**src/psfs_map.svh**
```systemverilog
// Purpose: register offsets, field positions and reset values for the
//          pin-shared function select block
// Assumes: apb byte addresses, one 32-bit word per register
// Notes:   none
// How it works
// - irq source field picks pa7, pb3 or pb0
// - capture source bit picks pb1 or pa6
// - noise filter field picks pa7, pa6, pb0
// - unimplemented routing and select bits read zero
// - pa3 code 01 drives timer1 output
// - pa2 and pa0 always stay gpio
// - pa1 analog3 on 01, timer2 on 10
// - pa7 analog6 on 01, opamp on 10
// - pa6 analog7 on 01, else gpio
// - pa5 timer3, pa4 timer2 on code 10
// - pb3 code 01 drives timer0 output
// - pb2 timer1, analog0, hall c by code
// - pb1 timer1, analog1, hall b by code
// - pb0 analog2 on 10, hall a 11
// - pc0-3 timer, gate drives by code
// - pc4-5 timer3 or gate c drives
// - data latches and directions reset high
// - bit set or clear is read-modify-write
// - port a falling edge wakes in power-down
// - direction 1 input; output reads latch
// - wake works only as gpio in power-down
`ifndef PSFS_MAP_SVH
`define PSFS_MAP_SVH
`define PSFS_OFF_ROUTE   12'h000
`define PSFS_OFF_PA_LO   12'h004
`define PSFS_OFF_PA_HI   12'h008
`define PSFS_OFF_PB      12'h00C
`define PSFS_OFF_PC_LO   12'h010
`define PSFS_OFF_PC_HI   12'h014
`define PSFS_OFF_PA_DAT  12'h018
`define PSFS_OFF_PB_DAT  12'h01C
`define PSFS_OFF_PC_DAT  12'h020
`define PSFS_OFF_PA_DIR  12'h024
`define PSFS_OFF_PB_DIR  12'h028
`define PSFS_OFF_PC_DIR  12'h02C
`define PSFS_OFF_WAKE    12'h030
`define PSFS_OFF_BITOP   12'h034
`define PSFS_ROUTE_MASK  8'h7C
`define PSFS_PCHI_MASK   8'h0F
`define PSFS_PB_MASK     8'h0F
`define PSFS_PC_MASK     8'h3F
`define PSFS_SEL_RST     8'h00
`define PSFS_PORT_RST    8'hFF
`define PSFS_IRQ_LSB     5
`define PSFS_CAP_BIT     4
`define PSFS_NF_LSB      2
`endif

```
**src/psfs_pkg.sv**
```systemverilog
// Purpose: shared types for the pin-shared function select block
// Assumes: none
// Notes:   codes of a two-bit pin selection field
package psfs_pkg;
  typedef enum logic [1:0] {
    PSFS_CODE0 = 2'h0,
    PSFS_CODE1 = 2'h1,
    PSFS_CODE2 = 2'h2,
    PSFS_CODE3 = 2'h3
  } psfs_code_type;
endpackage : psfs_pkg

```
**src/psfs_top.sv**
```systemverilog
// Purpose: apb-reached pin-shared function selection for ports a, b, c
// Assumes: peripherals sit outside; pins are 3-signal pads
// Notes:   pin state is synchronised before any logic reads it
`timescale 1ns/1ps
`include "psfs_map.svh"
module psfs_top (
  input  wire logic        pclk,
  input  wire logic        presetn,
  input  wire logic        psel,
  input  wire logic        penable,
  input  wire logic        pwrite,
  input  wire logic [11:0] paddr,
  input  wire logic [31:0] pwdata,
  output logic      [31:0] prdata,
  output logic             pready,
  output logic             pslverr,
  input  wire logic [7:0]  pa_in,
  output logic      [7:0]  pa_out,
  output logic      [7:0]  pa_oe,
  input  wire logic [3:0]  pb_in,
  output logic      [3:0]  pb_out,
  output logic      [3:0]  pb_oe,
  input  wire logic [5:0]  pc_in,
  output logic      [5:0]  pc_out,
  output logic      [5:0]  pc_oe,
  input  wire logic        timer0_output,
  input  wire logic        timer1_output,
  input  wire logic        timer2_output,
  input  wire logic        timer3_output,
  input  wire logic        opamp_output,
  input  wire logic        hall_a_output,
  input  wire logic        hall_b_output,
  input  wire logic        hall_c_output,
  input  wire logic        gate_a_top,
  input  wire logic        gate_a_bottom,
  input  wire logic        gate_b_top,
  input  wire logic        gate_b_bottom,
  input  wire logic        gate_c_top,
  input  wire logic        gate_c_bottom,
  input  wire logic        power_down,
  output logic [7:0]       analog_enable,
  output logic             external_interrupt_input,
  output logic             capture_timer_input,
  output logic             noise_filter_input,
  output logic             wake_request
);
  logic [7:0]  input_source_routing_reg, port_a_wake_enable_reg;
  logic [7:0]  port_a_low_select_reg, port_a_high_select_reg;
  logic [7:0]  port_b_select_reg, port_c_low_select_reg;
  logic [7:0]  port_c_high_select_reg, pa_prev_reg, analog_reg;
  logic [7:0]  pa_dat_reg, pb_dat_reg, pc_dat_reg;
  logic [7:0]  pa_dir_reg, pb_dir_reg, pc_dir_reg;
  logic        wake_reg, irq_reg, cap_reg, nf_reg;
  logic [17:0] pin_in_all, latch_all, dir_all, psel_all, pout_all;
  logic [17:0] asel_all, out_all, oe_all, sync_all, rd_all;
  logic [7:0]  pa_sync, pa_gpio, wbyte, bitop_sel_port, rmw_next;
  logic        wr_en, rd_en, hit;
  logic [31:0] rdata_next;
  logic [1:0]  pa0_c, pa1_c, pa2_c, pa3_c, pa4_c, pa5_c, pa6_c, pa7_c;
  logic [1:0]  pb0_c, pb1_c, pb2_c, pb3_c;
  logic [1:0]  pc_c [0:5];

  // zero wait-state apb: every access completes in its first access cycle
  assign pready  = 1'b1;
  assign pslverr = 1'b0;
  assign wr_en   = psel && penable && pwrite;
  assign rd_en   = psel && penable && !pwrite;
  assign wbyte   = pwdata[7:0];

  // bit op word: [9:8] port (0 a,1 b,2 c), [3] dir vs data,
  // [2:0] bit, [7] value; the port is read, one bit changed, written back
  always_comb
  begin
    bitop_sel_port = 8'h00;
    case (pwdata[9:8])
      2'h0: bitop_sel_port = pwdata[3] ? pa_dir_reg : rd_all[7:0];
      2'h1: bitop_sel_port = pwdata[3] ? pb_dir_reg : {4'h0, rd_all[11:8]};
      2'h2: bitop_sel_port = pwdata[3] ? pc_dir_reg : {2'h0, rd_all[17:12]};
      default: bitop_sel_port = 8'h00;
    endcase
    // input bits pick up the pad level, as a port read-modify-write does
    rmw_next = bitop_sel_port;
    rmw_next[pwdata[2:0]] = pwdata[7];
  end

  function automatic logic bitop_hit(input logic [1:0] port,
                                     input logic       is_dir);
    bitop_hit = wr_en && (paddr == `PSFS_OFF_BITOP)
                && (pwdata[9:8] == port) && (pwdata[3] == is_dir);
  endfunction : bitop_hit

  // selection and routing registers take effect at the write edge
  always_ff @(posedge pclk or negedge presetn)
  begin
    if (!presetn)
    begin
      input_source_routing_reg <= `PSFS_SEL_RST;
      port_a_low_select_reg    <= `PSFS_SEL_RST;
      port_a_high_select_reg   <= `PSFS_SEL_RST;
      port_b_select_reg        <= `PSFS_SEL_RST;
      port_c_low_select_reg    <= `PSFS_SEL_RST;
      port_c_high_select_reg   <= `PSFS_SEL_RST;
      port_a_wake_enable_reg   <= `PSFS_SEL_RST;
    end
    else if (wr_en)
    begin
      case (paddr)
        `PSFS_OFF_ROUTE:
          input_source_routing_reg <= wbyte & `PSFS_ROUTE_MASK;
        `PSFS_OFF_PA_LO: port_a_low_select_reg  <= wbyte;
        `PSFS_OFF_PA_HI: port_a_high_select_reg <= wbyte;
        `PSFS_OFF_PB:    port_b_select_reg      <= wbyte;
        `PSFS_OFF_PC_LO: port_c_low_select_reg  <= wbyte;
        `PSFS_OFF_PC_HI:
          port_c_high_select_reg <= wbyte & `PSFS_PCHI_MASK;
        `PSFS_OFF_WAKE:  port_a_wake_enable_reg <= wbyte;
        default: ;
      endcase
    end
  end

  // port latches and directions start high: all pins inputs
  always_ff @(posedge pclk or negedge presetn)
  begin
    if (!presetn)
    begin
      pa_dat_reg <= `PSFS_PORT_RST;
      pb_dat_reg <= `PSFS_PORT_RST;
      pc_dat_reg <= `PSFS_PORT_RST;
      pa_dir_reg <= `PSFS_PORT_RST;
      pb_dir_reg <= `PSFS_PORT_RST;
      pc_dir_reg <= `PSFS_PORT_RST;
    end
    else
    begin
      if (wr_en && paddr == `PSFS_OFF_PA_DAT) pa_dat_reg <= wbyte;
      if (wr_en && paddr == `PSFS_OFF_PB_DAT) pb_dat_reg <= wbyte;
      if (wr_en && paddr == `PSFS_OFF_PC_DAT) pc_dat_reg <= wbyte;
      if (wr_en && paddr == `PSFS_OFF_PA_DIR) pa_dir_reg <= wbyte;
      if (wr_en && paddr == `PSFS_OFF_PB_DIR) pb_dir_reg <= wbyte;
      if (wr_en && paddr == `PSFS_OFF_PC_DIR) pc_dir_reg <= wbyte;
      if (bitop_hit(2'h0, 1'b0)) pa_dat_reg <= rmw_next;
      if (bitop_hit(2'h1, 1'b0)) pb_dat_reg <= rmw_next;
      if (bitop_hit(2'h2, 1'b0)) pc_dat_reg <= rmw_next;
      if (bitop_hit(2'h0, 1'b1)) pa_dir_reg <= rmw_next;
      if (bitop_hit(2'h1, 1'b1)) pb_dir_reg <= rmw_next;
      if (bitop_hit(2'h2, 1'b1)) pc_dir_reg <= rmw_next;
    end
  end

  assign pa3_c = port_a_low_select_reg[7:6];
  assign pa2_c = port_a_low_select_reg[5:4];
  assign pa1_c = port_a_low_select_reg[3:2];
  assign pa0_c = port_a_low_select_reg[1:0];
  assign pa7_c = port_a_high_select_reg[7:6];
  assign pa6_c = port_a_high_select_reg[5:4];
  assign pa5_c = port_a_high_select_reg[3:2];
  assign pa4_c = port_a_high_select_reg[1:0];
  assign pb3_c = port_b_select_reg[7:6];
  assign pb2_c = port_b_select_reg[5:4];
  assign pb1_c = port_b_select_reg[3:2];
  assign pb0_c = port_b_select_reg[1:0];
  assign pc_c[0] = port_c_low_select_reg[1:0];
  assign pc_c[1] = port_c_low_select_reg[3:2];
  assign pc_c[2] = port_c_low_select_reg[5:4];
  assign pc_c[3] = port_c_low_select_reg[7:6];
  assign pc_c[4] = port_c_high_select_reg[1:0];
  assign pc_c[5] = port_c_high_select_reg[3:2];

  // per-pin mux: index 0-7 port a, 8-11 port b, 12-17 port c
  always_comb
  begin
    psel_all = '0;
    pout_all = '0;
    asel_all = '0;
    // pa0 and pa2 stay gpio on every code
    psel_all[0] = 1'b0;
    psel_all[2] = 1'b0;
    psel_all[1] = (pa1_c == psfs_pkg::PSFS_CODE2);
    pout_all[1] = timer2_output;
    asel_all[1] = (pa1_c == psfs_pkg::PSFS_CODE1);
    psel_all[3] = (pa3_c == psfs_pkg::PSFS_CODE1);
    pout_all[3] = timer1_output;
    psel_all[4] = (pa4_c == psfs_pkg::PSFS_CODE2);
    pout_all[4] = timer2_output;
    psel_all[5] = (pa5_c == psfs_pkg::PSFS_CODE2);
    pout_all[5] = timer3_output;
    asel_all[6] = (pa6_c == psfs_pkg::PSFS_CODE1);
    asel_all[7] = (pa7_c == psfs_pkg::PSFS_CODE1);
    psel_all[7] = (pa7_c == psfs_pkg::PSFS_CODE2);
    pout_all[7] = opamp_output;
    psel_all[8]  = (pb0_c == psfs_pkg::PSFS_CODE3);
    pout_all[8]  = hall_a_output;
    asel_all[8]  = (pb0_c == psfs_pkg::PSFS_CODE2);
    psel_all[9]  = pb1_c[0];
    pout_all[9]  = pb1_c[1] ? hall_b_output : timer1_output;
    asel_all[9]  = (pb1_c == psfs_pkg::PSFS_CODE2);
    psel_all[10] = pb2_c[0];
    pout_all[10] = pb2_c[1] ? hall_c_output : timer1_output;
    asel_all[10] = (pb2_c == psfs_pkg::PSFS_CODE2);
    psel_all[11] = (pb3_c == psfs_pkg::PSFS_CODE1);
    pout_all[11] = timer0_output;
    // port c: code 01 timer, code 10 gate drive
    psel_all[12] = (pc_c[0] == 2'h1) || (pc_c[0] == 2'h2);
    pout_all[12] = pc_c[0][1] ? gate_a_top : timer0_output;
    psel_all[13] = (pc_c[1] == 2'h1) || (pc_c[1] == 2'h2);
    pout_all[13] = pc_c[1][1] ? gate_a_bottom : timer0_output;
    psel_all[14] = (pc_c[2] == 2'h1) || (pc_c[2] == 2'h2);
    pout_all[14] = pc_c[2][1] ? gate_b_top : timer2_output;
    psel_all[15] = (pc_c[3] == 2'h1) || (pc_c[3] == 2'h2);
    pout_all[15] = pc_c[3][1] ? gate_b_bottom : timer2_output;
    psel_all[16] = (pc_c[4] == 2'h1) || (pc_c[4] == 2'h2);
    pout_all[16] = pc_c[4][1] ? gate_c_top : timer3_output;
    psel_all[17] = (pc_c[5] == 2'h1) || (pc_c[5] == 2'h2);
    pout_all[17] = pc_c[5][1] ? gate_c_bottom : timer3_output;
  end

  assign pin_in_all = {pc_in, pb_in, pa_in};
  assign latch_all  = {pc_dat_reg[5:0], pb_dat_reg[3:0], pa_dat_reg};
  assign dir_all    = {pc_dir_reg[5:0], pb_dir_reg[3:0], pa_dir_reg};

  genvar gi;
  generate
    for (gi = 0; gi < 18; gi++)
    begin : g_pin
      psfs_pin_cell u_cell (
        .pclk       (pclk),
        .presetn    (presetn),
        .pin_in     (pin_in_all[gi]),
        .latch_bit  (latch_all[gi]),
        .dir_bit    (dir_all[gi]),
        .periph_sel (psel_all[gi]),
        .periph_out (pout_all[gi]),
        .analog_sel (asel_all[gi]),
        .pin_out    (out_all[gi]),
        .pin_oe     (oe_all[gi]),
        .pin_sync   (sync_all[gi]),
        .read_bit   (rd_all[gi])
      );
    end
  endgenerate

  assign pa_out = out_all[7:0];
  assign pa_oe  = oe_all[7:0];
  assign pb_out = out_all[11:8];
  assign pb_oe  = oe_all[11:8];
  assign pc_out = out_all[17:12];
  assign pc_oe  = oe_all[17:12];
  assign pa_sync = sync_all[7:0];

  // input routing, registered so the peripheral sees a clean level
  always_ff @(posedge pclk or negedge presetn)
  begin
    if (!presetn)
    begin
      irq_reg    <= 1'b1;
      cap_reg    <= 1'b1;
      nf_reg     <= 1'b1;
      analog_reg <= 8'h00;
    end
    else
    begin
      case (input_source_routing_reg[`PSFS_IRQ_LSB +: 2])
        2'h1:    irq_reg <= sync_all[11];
        2'h2:    irq_reg <= sync_all[8];
        default: irq_reg <= sync_all[7];
      endcase
      cap_reg <= input_source_routing_reg[`PSFS_CAP_BIT] ?
                 sync_all[6] : sync_all[9];
      case (input_source_routing_reg[`PSFS_NF_LSB +: 2])
        2'h1:    nf_reg <= sync_all[6];
        2'h2:    nf_reg <= sync_all[8];
        default: nf_reg <= sync_all[7];
      endcase
      // analog channels 0,1,2,3,6,7; 4,5 unused here
      analog_reg <= {asel_all[6], asel_all[7], 2'b00, asel_all[1],
                     asel_all[8], asel_all[9], asel_all[10]};
    end
  end

  assign external_interrupt_input = irq_reg;
  assign capture_timer_input      = cap_reg;
  assign noise_filter_input       = nf_reg;
  assign analog_enable            = analog_reg;

  // a pin counts as gpio only when no peripheral or analog owns it
  assign pa_gpio = ~(psel_all[7:0] | asel_all[7:0]);

  always_ff @(posedge pclk or negedge presetn)
  begin
    if (!presetn)
    begin
      pa_prev_reg <= `PSFS_PORT_RST;
      wake_reg    <= 1'b0;
    end
    else
    begin
      pa_prev_reg <= pa_sync;
      wake_reg    <= power_down &&
                     |(pa_prev_reg & ~pa_sync & port_a_wake_enable_reg
                       & pa_gpio);
    end
  end

  assign wake_request = wake_reg;

  always_comb
  begin
    hit = 1'b1;
    rdata_next = 32'h0000_0000;
    case (paddr)
      `PSFS_OFF_ROUTE:  rdata_next[7:0] = input_source_routing_reg;
      `PSFS_OFF_PA_LO:  rdata_next[7:0] = port_a_low_select_reg;
      `PSFS_OFF_PA_HI:  rdata_next[7:0] = port_a_high_select_reg;
      `PSFS_OFF_PB:     rdata_next[7:0] = port_b_select_reg;
      `PSFS_OFF_PC_LO:  rdata_next[7:0] = port_c_low_select_reg;
      `PSFS_OFF_PC_HI:  rdata_next[7:0] = port_c_high_select_reg;
      `PSFS_OFF_PA_DAT: rdata_next[7:0] = rd_all[7:0];
      `PSFS_OFF_PB_DAT: rdata_next[7:0] = {4'h0, rd_all[11:8]};
      `PSFS_OFF_PC_DAT: rdata_next[7:0] = {2'h0, rd_all[17:12]};
      `PSFS_OFF_PA_DIR: rdata_next[7:0] = pa_dir_reg;
      `PSFS_OFF_PB_DIR: rdata_next[7:0] = pb_dir_reg & `PSFS_PB_MASK;
      `PSFS_OFF_PC_DIR: rdata_next[7:0] = pc_dir_reg & `PSFS_PC_MASK;
      `PSFS_OFF_WAKE:   rdata_next[7:0] = port_a_wake_enable_reg;
      default:          hit = 1'b0;
    endcase
  end

  // unmapped addresses read zero; no error is signalled
  assign prdata = (rd_en && hit) ? rdata_next : 32'h0000_0000;

  chk_route_irq_pb0: assert property (@(posedge pclk)
    disable iff (!presetn) input_source_routing_reg[6:5] == 2'h2 |=>
    irq_reg == $past(sync_all[8])) else $error("irq source not pb0");
  chk_cap_route: assert property (@(posedge pclk)
    disable iff (!presetn) !input_source_routing_reg[4] |=>
    cap_reg == $past(sync_all[9])) else $error("capture source not pb1");
  chk_nf_route_pa6: assert property (@(posedge pclk)
    disable iff (!presetn) input_source_routing_reg[3:2] == 2'h1 |=>
    nf_reg == $past(sync_all[6])) else $error("noise filter not pa6");
  chk_unimpl_zero: assert property (@(posedge pclk)
    disable iff (!presetn) input_source_routing_reg[7] == 1'b0 &&
    input_source_routing_reg[1:0] == 2'h0 && port_c_high_select_reg[7:4]
    == 4'h0) else $error("unimplemented bit set");
  chk_pa3_timer: assert property (@(posedge pclk)
    disable iff (!presetn) pa3_c == 2'h1 |->
    pa_out[3] == timer1_output && pa_oe[3]) else $error("pa3 not timer1");
  chk_pa_gpio_keep: assert property (@(posedge pclk)
    disable iff (!presetn) pa_out[0] == pa_dat_reg[0] &&
    pa_out[2] == pa_dat_reg[2]) else $error("pa0 or pa2 left gpio");
  chk_pc0_gate: assert property (@(posedge pclk)
    disable iff (!presetn) pc_c[0] == 2'h2 |->
    pc_out[0] == gate_a_top && pc_oe[0]) else $error("pc0 not gate a top");
  chk_pb2_hall: assert property (@(posedge pclk)
    disable iff (!presetn) pb2_c == 2'h3 |->
    pb_out[2] == hall_c_output) else $error("pb2 not hall c");
  chk_sel_update: assert property (@(posedge pclk)
    disable iff (!presetn) wr_en && paddr == `PSFS_OFF_PA_LO |=>
    port_a_low_select_reg == $past(wbyte)) else $error("select write lost");
  chk_wake_gate: assert property (@(posedge pclk)
    disable iff (!presetn) !$past(power_down) |->
    !wake_request) else $error("wake outside power-down");
endmodule : psfs_top

```
**src/psfs_pin_cell.sv**
```systemverilog
// Purpose: one port pin: gpio or peripheral output, and input sync
// Assumes: pin input arrives asynchronously
// Notes:   peripheral overrides the gpio driver while selected
`timescale 1ns/1ps
module psfs_pin_cell (
  input  wire logic pclk,
  input  wire logic presetn,
  input  wire logic pin_in,
  input  wire logic latch_bit,
  input  wire logic dir_bit,
  input  wire logic periph_sel,
  input  wire logic periph_out,
  input  wire logic analog_sel,
  output logic      pin_out,
  output logic      pin_oe,
  output logic      pin_sync,
  output logic      read_bit
);
  logic meta_reg;
  logic sync_reg;

  always_ff @(posedge pclk or negedge presetn)
  begin
    if (!presetn)
    begin
      meta_reg <= 1'b1;
      sync_reg <= 1'b1;
    end
    else
    begin
      meta_reg <= pin_in;
      sync_reg <= meta_reg;
    end
  end

  // analog keeps the digital driver off so the pad stays high impedance
  always_comb
  begin
    pin_out = periph_sel ? periph_out : latch_bit;
    pin_oe  = !analog_sel && (periph_sel || !dir_bit);
  end

  assign pin_sync = sync_reg;
  assign read_bit = dir_bit ? sync_reg : latch_bit;
endmodule : psfs_pin_cell

```
**config.mk**
```make
export PLATFORM = sky130hd
export DESIGN_NAME = psfs_top
export DESIGN_NICKNAME = d
export VERILOG_FILES = /design/src/psfs_pkg.sv /design/src/psfs_top.sv /design/src/psfs_pin_cell.sv
export VERILOG_INCLUDE_DIRS = /design/src /design/src/src
export SDC_FILE = /design/constraint.sdc
export NUM_CORES = 1
export LEC_CHECK = 0
export BUFFER_PORTS_ARGS = -buffer_cell sky130_fd_sc_hd__buf_2
export CAP_MARGIN = 20
export CORE_MARGIN = 2
export CORE_UTILIZATION = 56
export DETAILED_ROUTE_END_ITERATION = 8
export GPL_TIMING_DRIVEN = 0
export PLACE_DENSITY = 0.91
export SLEW_MARGIN = 20
export SYNTH_ARGS = -nofsm -noshare
export SYNTH_HDL_FRONTEND = slang
export SYNTH_SLANG_ARGS = --single-unit
```
**constraint.sdc**
```tcl
create_clock -name pclk -period 2.81 [get_ports pclk]
set_input_delay 0.1405 -clock pclk [delete_from_list [all_inputs] [get_ports pclk]]
set_output_delay 0.1405 -clock pclk [all_outputs]
set_load 0.005 [all_outputs]
```
==> impl_metrics.json, run 1 <==
{
  "outcome": "complete, no violations",
  "count_of_final_max_slew_check_failures": 0,
  "synth_area_um2": 8440,
  "critical_path.endpoint_type": "output port",
  "leakagePower_nw": 4.55,
  "cts_buffer_depth": 2,
  "cts_tree": "done",
  "global_route.usage.total": 0.358,
  "drt_pass1_iterations": 8,
  "first_pass_grt_wire_length_mm": 42.4,
  "ff2ff_path_depth": 5,
  "detail_route.iter0.violations": 892,
  "worst-setup-path-type": "in2out",
  "crit_path_max_fanout": 7,
  "synth.yosys.warnings": 0,
  "drt_drc_violations_left": 0,
  "core_area_um2": 14600,
  "fin_crit_ps": 2760,
  "final.hold.worst_slack_ps": 108,
  "p_per_area_nw_per_um2": 488,
  "max_cap_viol_count": 0,
  "finalCoreUtilization": 0.695,
  "synth_enable_flop_cells": 0,
  "postSynthRegisterBits": 145,
  "p_total_mw": 4.97,
  "initial_util": 0.576,
  "regToRegStartpoint": "pa_dir_reg[3]$_DFFE_PN1P_",
  "clkTransAtPathRegs_ps": 60,
  "antenna_cells": 0,
  "detail_route.vias_per_cell": 6.26,
  "dominantRegCellSynth": "sky130_fd_sc_hd__dfstp_2",
  "cts_max_level": 4,
  "multi_input_gate_area_in_the_final_layout_um2": 4080,
  "switchingPower_mw": 1.22,
  "commonest_cells_after_routing_fill_and_taps_aside": "sky130_fd_sc_hd__buf_2, sky130_fd_sc_hd__dfstp_2, sky130_fd_sc_hd__mux2_2, sky130_fd_sc_hd__mux2i_1, sky130_fd_sc_hd__buf_4",
  "rsz0062_at_grt": "no",
  "synth.avg_cell_area_um2": 10.6,
  "io-pin-count": 164,
  "layout.nets": 1061,
  "place.port_buffers": 106,
  "clk_lat_worst_skew_ps": 430,
  "worst-slew-pin-transition_ps": 1170,
  "cp_slowest_cell": "sky130_fd_sc_hd__nor3b_1",
  "critPathArrivalTime_ps": 2620,
  "chipWidth_um": 127,
  "detail_route.wl_per_cell_um": 24.6,
  "min_period_over_period": 0.981,
  "crit_path_max_incr_delay_ps": 950,
  "num_rows": 44,
  "filler_cell_count": 1089,
  "synthesis.instances": 799,
  "cp_cell_sequence": "buf_2 -> nor3b_1 -> a221oi_1 -> a2111oi_0 -> a2111oi_0 -> a31oi_1 -> buf_2",
  "asyncSetResetFlopFracSynth": 1.00,
  "vdd.ir_drop.worst_mv": 0.432,
  "cp-endpoint": "prdata[5]",
  "synth.distinct_cells": 73,
  "synth_sequential_area_ratio": 0.443,
  "cts_sinks": 145,
  "globalRouteOverflowTotal": 0,
  "pwr-share-seq": 0.440,
  "cts_buffers": 17,
  "totalWireLength_mm": 28.8,
  "switching_share": 0.246,
  "grt_max_degree": 75,
  "layout-drive-gt1-share": 0.412,
  "detail-route-antenna-nets": 0,
  "gpl.final_weighted_congestion": 0.998,
  "num_vias": 7313,
  "crit_start": "paddr[1]",
  "floorplan.die_area_um2": 16100,
  "internal_power_mw": 3.74,
  "achievable-frequency_mhz": 363,
  "initial_antenna_violation_count": 1,
  "crit_required_ps": 2670,
  "grt_pass1_vias": 7086,
  "report.final.setup_viol": 0,
  "fraction_of_power_consumed_by_combinational_cells": 0.075,
  "r2r-end": "pb_dat_reg[3]$_DFFE_PN1P_",
  "clock-skew-final_ps": 6.80,
  "start_kind": "primary input",
  "hp-class": "in2reg",
  "reg2reg_setup_slack_ps": 720,
  "timing.final.hold_violations": 0,
  "share_clk_of_total_power": 0.486,
  "area.growth.synth_to_final_pct": 20.7,
  "final_common_cell": "sky130_fd_sc_hd__buf_2",
  "layout.area.seq_um2": 3740,
  "cts-root-buf": "sky130_fd_sc_hd__clkbuf_16",
  "chipHeight_um": 127,
  "slew-limit-headroom": 0.216,
  "detailed_place_hpwl_mm": 21.1
}
Yosys cell counts, types with 12 or more instances:
cell | count | area, µm²
sky130_fd_sc_hd__a211oi_1 | 13 | 97.6
sky130_fd_sc_hd__a21oi_1 | 34 | 170
sky130_fd_sc_hd__a22oi_1 | 12 | 90.1
sky130_fd_sc_hd__buf_4 | 65 | 488
sky130_fd_sc_hd__clkbuf_1 | 24 | 90.1
sky130_fd_sc_hd__dfrtp_1 | 56 | 1400
sky130_fd_sc_hd__dfstp_2 | 89 | 2340
sky130_fd_sc_hd__inv_1 | 25 | 93.8
sky130_fd_sc_hd__mux2_2 | 70 | 788
sky130_fd_sc_hd__mux2i_1 | 68 | 681
sky130_fd_sc_hd__nand2_1 | 51 | 191
sky130_fd_sc_hd__nand3_1 | 16 | 80.1
sky130_fd_sc_hd__nor2_1 | 37 | 139
sky130_fd_sc_hd__nor2b_1 | 12 | 75.1
sky130_fd_sc_hd__o21ai_0 | 31 | 155
how the worst min path moves through the flow:
stage	from	to	cells past startpoint
after CTS	pwdata[5]	pc_dat_reg[5]$_DFFE_PN1P_	4
after detailed placement	presetn	analog_enable[7]$_DFF_PN0_	1
after global placement	pc_in[3]	g_pin[15].u_cell.meta_reg$_DFF_PN1_	1
after global routing	pwdata[5]	pc_dat_reg[5]$_DFFE_PN1P_	4
final	pwdata[5]	pc_dat_reg[5]$_DFFE_PN1P_	4
after floorplan	presetn	analog_enable[0]$_DFF_PN0_	0
what timing repair did:
item,4_1_cts,5_1_grt
hold buffers,20,0
gates resized for setup,0,1
endpoints found under the hold margin,52,0
endpoints found under the setup margin,0,2
setup buffers,0,0
per-stage QoR:
step / setup TNS (ps) / worst slack (ps) / cell area, µm² / instances
5_1_grt: 0 / 39.8 / 10200 / 1168
3_3_place_gp: -17830 / -294 / 9300 / 1115
3_5_place_dp: -364 / -50.7 / 9350 / 1116
2_1_floorplan: 0 / 690 / 8540 / 825
4_1_cts: 0 / 22.0 / 10200 / 1168
6_report: 0 / 52.3 / 10200 / 1168
metal layers:
layer,GRT usage,part of all wire
met3,0.0835,0.11
met1,0.472,0.38
met2,0.563,0.46
met5,0,0
met4,0.171,0.045
worst max-delay path: cells and delay by family:
family	cells	cell delay, ps
buf+inv	2	290
compound gates	4	1230
simple gates	1	950
area by class of cell:
class | instances | area share
plain buffers | 103 | 0.0633
clock inverters | 11 | 0.0135
well taps | 184 | 0.0226
inverters | 25 | 0.00922
clock buffers | 21 | 0.0484
repair buffers | 127 | 0.0754
flip-flops and latches | 145 | 0.367
multi-input cells | 552 | 0.400
cell families after synthesis:
| logic type | Yosys count | synth area share |
|---|---|---|
| fa+ha+maj | 8 | 0.0119 |
| mux | 141 | 0.180 |
| simple gates | 208 | 0.139 |
| buf+inv | 128 | 0.0875 |
| flops | 145 | 0.443 |
| xor+xnor | 6 | 0.00623 |
| other cells | 2 | 0.000890 |
| compound gates | 161 | 0.131 |
power by group through the flow:
stage	combinational (mW)	clock [mW]	sequential (mW)
after global routing	0.394	2.51	2.19
after CTS	0.359	2.42	2.18
after floorplan	0.167	0	2.20
after global placement	0.326	0	2.21
after detailed placement	0.335	0	2.21
final	0.370	2.41	2.18
Power figures use the tool's default switching activity.
==> run 2: changes to the inputs <==
- ABC_AREA: default -> 1
==> impl_metrics.json, run 2 <==
{
  "outcome": "complete, no violations",
  "worst-slew-pin-transition_ps": 939,
  "filler_cell_count": 1238,
  "detail_route.vias_per_cell": 5.66,
  "dominantRegCellSynth": "sky130_fd_sc_hd__dfstp_2",
  "post-route-cell-area_um2": 10300,
  "min_period_over_period": 0.835,
  "leakagePower_nw": 4.97,
  "place.port_buffers": 110,
  "synth.distinct_cells": 37,
  "layout.nets": 1411,
  "detailed_place.area_um2": 9450,
  "report.final.setup_viol": 0,
  "r2r-end": "pc_dir_reg[6]$_DFFE_PN1P_",
  "slew-limit-headroom": 0.374,
  "antenna_cells": 0,
  "fin_crit_ps": 2350,
  "synth.area.top_cells": "sky130_fd_sc_hd__dfstp_2, sky130_fd_sc_hd__dfrtp_1, sky130_fd_sc_hd__nand2_1",
  "busiest_layer": "met2",
  "grt.met3_usage": 0.0800,
  "achievable-frequency_mhz": 426,
  "layout-drive-gt1-share": 0.270,
  "yosys.cell_count.top_type": "sky130_fd_sc_hd__nand2_1",
  "first_pass_grt_wire_length_mm": 43.4,
  "start_kind": "flop",
  "holdPathStages": 3,
  "totalWireLength_mm": 28.3,
  "share_clk_of_total_power": 0.500,
  "chipWidth_um": 127,
  "count_of_final_max_slew_check_failures": 0,
  "gpl.final_weighted_congestion": 0.983,
  "cts_sinks": 145,
  "cts_buffers": 17,
  "drt_drc_violations_left": 0,
  "max_cap_viol_count": 0,
  "use_met1": 0.452,
  "p_per_area_nw_per_um2": 489,
  "regToRegStartpoint": "g_pin[6].u_cell.pin_sync$_DFF_PN1_",
  "worst-setup-path-type": "reg2out",
  "area.growth.synth_to_final_pct": 21.0,
  "clkTransAtPathRegs_ps": 60,
  "switching_share": 0.237,
  "clk_lat_worst_skew_ps": 430,
  "grt_pass1_vias": 8138,
  "cts_hold_buffers": 21,
  "cts-root-buf": "sky130_fd_sc_hd__clkbuf_16",
  "asyncSetResetFlopFracSynth": 1.00,
  "cts_buffer_depth": 2,
  "reg2reg_setup_slack_ps": 850,
  "synthesis.instances": 1144,
  "internal_power_mw": 3.85,
  "chipHeight_um": 127,
  "synth_top_area_cell": "sky130_fd_sc_hd__dfstp_2",
  "rsz0062_at_grt": "no",
  "postSynthRegisterBits": 145,
  "synth_sequential_area_ratio": 0.439,
  "detail-route-antenna-nets": 0,
  "critPathArrivalTime_ps": 2210,
  "num_vias": 8608,
  "commonest_cells_after_routing_fill_and_taps_aside": "sky130_fd_sc_hd__nand2_1, sky130_fd_sc_hd__buf_2, sky130_fd_sc_hd__nand3_1, sky130_fd_sc_hd__o21ai_0, sky130_fd_sc_hd__nor2_1",
  "finalCoreUtilization": 0.686,
  "num_rows": 45,
  "critical_path.endpoint_type": "output port",
  "synth_area_um2": 8530,
  "ff2ff_path_depth": 8,
  "fraction_of_power_consumed_by_combinational_cells": 0.069,
  "finalWorstSetupSlack_ps": 463,
  "synth_enable_flop_cells": 0,
  "met2_usage": 0.572,
  "switchingPower_mw": 1.19,
  "clock-skew-final_ps": 5.99,
  "drt_pass1_iterations": 7,
  "core_area_um2": 15000,
  "detailed_place_hpwl_mm": 20.9,
  "layout.area.seq_um2": 3740,
  "crit_path_max_fanout": 2,
  "grt_max_degree": 90,
  "synth.yosys.warnings": 0,
  "globalRouteOverflowTotal": 0,
  "io-pin-count": 164,
  "cts_setup_buffers": 0,
  "cts_tree": "done",
  "synth_top_cells_by_count": "sky130_fd_sc_hd__nand2_1, sky130_fd_sc_hd__nand3_1, sky130_fd_sc_hd__o21ai_0",
  "timing.final.hold_violations": 0,
  "ctsResizeCount": 0,
  "crit_required_ps": 2670,
  "hold-path-endpoint": "pb_dir_reg[0]$_DFFE_PN1P_",
  "placement.setup.worst_slack_ps": 867,
  "vdd.ir_drop.worst_mv": 0.384,
  "synth.avg_cell_area_um2": 7.45,
  "final_common_cell": "sky130_fd_sc_hd__nand2_1",
  "detail_route.wl_per_cell_um": 18.6,
  "global_route.usage.total": 0.356,
  "detail_route.iter0.violations": 1259,
  "synth.top_cell.area_share": 0.274,
  "multi_input_gate_area_in_the_final_layout_um2": 3860,
  "floorplan.die_area_um2": 16200,
  "initial_util": 0.567,
  "worstHoldStart": "pwdata[0]",
  "initial_antenna_violation_count": 0,
  "cts_max_level": 4,
  "hp-class": "in2reg",
  "pwr-share-seq": 0.431
}
[run 2: cell types whose count changed in the layout (fill, tap and decap cells not counted), sizes merged, moves of 71 or more]
cell	delta
o21ai	+100
nand3	+104
mux2	-71
nor2	+91
inv	+87
nand2	+282
[run 2: worst max-delay path, cell delays in order (launching register included)]
cell and delay [ps]:
sky130_fd_sc_hd__dfstp_2 540, sky130_fd_sc_hd__inv_1 80, sky130_fd_sc_hd__o21ai_0 520, sky130_fd_sc_hd__nand3_1 150, sky130_fd_sc_hd__nand2_1 80, sky130_fd_sc_hd__nor2_1 50, sky130_fd_sc_hd__nand2_1 90, sky130_fd_sc_hd__nor2_1 50
sky130_fd_sc_hd__nor2_1 80, sky130_fd_sc_hd__buf_2 130
[run 2: area by class of cell]
class / count / area share
clock inverters: 12 / 0.0184
repair buffers: 132 / 0.0774
multi-input cells: 822 / 0.374
inverters: 111 / 0.0404
well taps: 188 / 0.0228
clock buffers: 20 / 0.0453
flip-flops and latches: 145 / 0.363
plain buffers: 92 / 0.0592
[run 2: cells by family after synthesis]
kind of cell / count (synthesis) / synth area share
buffers and inverters: 203 / 0.120
DFF: 145 / 0.439
muxes: 1 / 0.00132
and+or+nand+nor: 621 / 0.326
AOI/OAI and AO/OA: 164 / 0.101
adders and majority gates: 8 / 0.0117
other: 2 / 0.000881
[run 2: metal layers]
layer	wire length [µm]	vias up
li1	-	3971
met1	10800	3984
met2	13300	531
met3	2730	122
met4	1510	0
met5	0	-
[run 2: worst max-delay path by stage]
stage	end	start
2_1_floorplan	prdata[6]	paddr[9]
3_3_place_gp	port_a_low_select_reg[0]$_DFFE_PN0P_	presetn
3_5_place_dp	prdata[6]	paddr[9]
4_1_cts	prdata[0]	pb_dat_reg[0]$_DFFE_PN1P_
5_1_grt	prdata[0]	pb_dat_reg[0]$_DFFE_PN1P_
6_report	prdata[0]	pb_dat_reg[0]$_DFFE_PN1P_
[run 2: stage by stage]
stage / TNS [ps] / hold slack, ps / total power, mW / std cells
final: 0 / 18.9 / 5.04 / 1522
after floorplan: 0 / -155 / 2.36 / 1170
after CTS: 0 / 15.7 / 5.04 / 1522
after detailed placement: 0 / 95.5 / 2.52 / 1469
after global placement: -15620 / 246 / 2.51 / 1468
after global routing: 0 / 28.0 / 5.19 / 1522
[run 2: power by group through the flow]
stage                     clock [mW]  combinational [mW]  sequential, mW
final                           2.52               0.348            2.18
after global routing            2.63               0.378            2.18
after detailed placement           0               0.316            2.21
after global placement             0               0.306            2.21
after CTS                       2.53               0.340            2.17
after floorplan                    0               0.156            2.20
==> run 3: changes to the inputs <==
- clock period: 2.81 -> 2.4 ns (I/O delays scaled with it)
==> impl_metrics.json, run 3 (synthesis gave the netlist of run 2 again) <==
{
  "detailed_place_hpwl_mm": 20.9,
  "min_period_over_period": 0.952,
  "clk_lat_worst_skew_ps": 440,
  "num_vias": 8667,
  "count_of_final_max_slew_check_failures": 0,
  "antenna_cells": 0,
  "area.growth.synth_to_final_pct": 21.1,
  "crit_required_ps": 2280,
  "post-route-cell-area_um2": 10300,
  "grt_max_degree": 90,
  "core_area_um2": 15000,
  "detail_route.wl_per_cell_um": 18.5,
  "outcome": "complete, no violations",
  "chipHeight_um": 127,
  "globalRouteOverflowTotal": 0,
  "detail-route-antenna-nets": 0,
  "fin_crit_ps": 2290,
  "layout-drive-gt1-share": 0.270,
  "p_per_area_nw_per_um2": 573,
  "critical_path.most_common_cell": "sky130_fd_sc_hd__nor2_1",
  "num_rows": 45,
  "global_route.usage.total": 0.356,
  "critical_path.endpoint_type": "output port",
  "cts_setup_buffers": 0,
  "worst-slew-pin-transition_ps": 900,
  "slew-limit-headroom": 0.400,
  "cell_family_contributing_the_most_delay_on_the_critical_path": "flip-flops",
  "achievable-frequency_mhz": 438,
  "final_common_cell": "sky130_fd_sc_hd__nand2_1",
  "cp_cell_sequence": "inv_1 -> o21ai_0 -> nand3_1 -> nand2_1 -> nor2_1 -> nand2_1 -> nor2_1 -> nor2_1 -> buf_2",
  "commonest_cells_after_routing_fill_and_taps_aside": "sky130_fd_sc_hd__nand2_1, sky130_fd_sc_hd__buf_2, sky130_fd_sc_hd__nand3_1, sky130_fd_sc_hd__o21ai_0, sky130_fd_sc_hd__nor2_1",
  "totalWireLength_mm": 28.2,
  "timing.final.hold_violations": 0,
  "cp_num_buf_inv": 2,
  "vdd.ir_drop.worst_mv": 0.452,
  "floorplan.die_area_um2": 16200,
  "chipWidth_um": 127,
  "hp-class": "in2reg",
  "filler_cell_count": 1237,
  "cts_buffers": 17,
  "layout.nets": 1412,
  "cts_buffer_depth": 2,
  "finalCoreUtilization": 0.687,
  "cts-root-buf": "sky130_fd_sc_hd__clkbuf_16",
  "initial_antenna_violation_count": 0,
  "start_kind": "flop",
  "crit_path_max_incr_delay_ps": 530,
  "cp_slowest_cell": "sky130_fd_sc_hd__dfstp_2",
  "drt_drc_violations_left": 0,
  "clock-skew-final_ps": 7.00,
  "cts_sinks": 145,
  "detail_route.vias_per_cell": 5.69,
  "initial_util": 0.567,
  "timing.setup.tns_ps": 0,
  "clkTransAtPathRegs_ps": 60,
  "gpl.final_weighted_congestion": 0.983,
  "worst-setup-path-type": "reg2out",
  "rsz0062_at_grt": "no",
  "max_cap_viol_count": 0,
  "grt_pass1_vias": 8138,
  "drt_pass1_iterations": 8,
  "detailed_place.area_um2": 9450,
  "leakagePower_nw": 4.97,
  "report.final.setup_viol": 0,
  "critPathArrivalTime_ps": 2170,
  "io-pin-count": 164,
  "first_pass_grt_wire_length_mm": 43.4,
  "crit_path_max_fanout": 2,
  "cts_max_level": 4,
  "cts_tree": "done",
  "detail_route.iter0.violations": 1226,
  "place.port_buffers": 110
}
run 3: cell types whose count changed in the layout (fill, tap and decap cells not counted):
cell,previous run,this run
sky130_fd_sc_hd__dlygate4sd3_1,21,22
sky130_fd_sc_hd__o21ai_0,104,103
sky130_fd_sc_hd__o21ai_1,27,28
run 3: what timing repair did:
item	4_1_cts	5_1_grt
hold buffers	22	0
gates resized for setup	0	1
endpoints found under the hold margin	78	0
setup endpoints to repair	0	1
run 3: where the power goes:
part           internal (mW)  switching [mW]  leakage [nW]
logic                  0.136           0.271          2.94
registers               2.52          0.0230          1.71
clock network           1.85            1.11         0.317
total                   4.51            1.41          4.97
run 3: area by class of cell:
| class | count | area, µm² | area share |
|---|---|---|---|
| multi-input combinational | 822 | 3860 | 0.374 |
| sequential | 145 | 3740 | 0.362 |
| timing repair buffer | 133 | 808 | 0.0783 |
| buffer | 92 | 611 | 0.0591 |
| clock buffer | 20 | 467 | 0.0452 |
| inverter | 111 | 417 | 0.0404 |
| tap | 188 | 235 | 0.0228 |
| clock inverter | 12 | 190 | 0.0184 |
run 3: path summary, 6_finish.rpt:
kind                       slack [ps]  depth (start not counted)                                     to                                from
hold reg to reg                   350                          0     g_pin[9].u_cell.pin_sync$_DFF_PN1_  g_pin[9].u_cell.meta_reg$_DFF_PN1_
setup / recovery                  110                          9                              prdata[0]           pc_dat_reg[0]$_DFFE_PN1P_
max in group asynchronous        1420                          3     g_pin[1].u_cell.meta_reg$_DFF_PN1_                             presetn
hold / removal                     20                          5              pc_dir_reg[4]$_DFFE_PN1P_                           pwdata[4]
min in group asynchronous         210                          2  port_c_high_select_reg[2]$_DFFE_PN0P_                             presetn
setup reg to reg                  410                          8              pc_dir_reg[6]$_DFFE_PN1P_  g_pin[6].u_cell.pin_sync$_DFF_PN1_
run 3: per-layer routing:
metal / part of all wire / global-route usage
met2: 0.47 / 0.572
met1: 0.38 / 0.452
met4: 0.056 / 0.189
met3: 0.10 / 0.0800
met5: 0 / 0
run 3: worst reg2reg max path, stage by stage (launching register included):
cell and delay (ps):
sky130_fd_sc_hd__dfstp_2 590, sky130_fd_sc_hd__inv_1 80, sky130_fd_sc_hd__nand2_1 100, sky130_fd_sc_hd__o21ai_0 250
sky130_fd_sc_hd__o21ai_0 370, sky130_fd_sc_hd__nand3_1 120, sky130_fd_sc_hd__nand2_1 240, sky130_fd_sc_hd__o21ai_1 120
sky130_fd_sc_hd__nand2_1 70
run 3: through the flow:
stage / power, mW / instances / hold slack [ps] / setup slack, ps
global placement: 2.94 / 1468 / 225 / -682
finish: 5.91 / 1523 / 20.3 / 115
global route: 6.07 / 1523 / 71.9 / 31.8
floorplan: 2.76 / 1170 / -176 / 1070
CTS: 5.90 / 1523 / 19.9 / 107
detailed placement: 2.95 / 1469 / 75.0 / 498
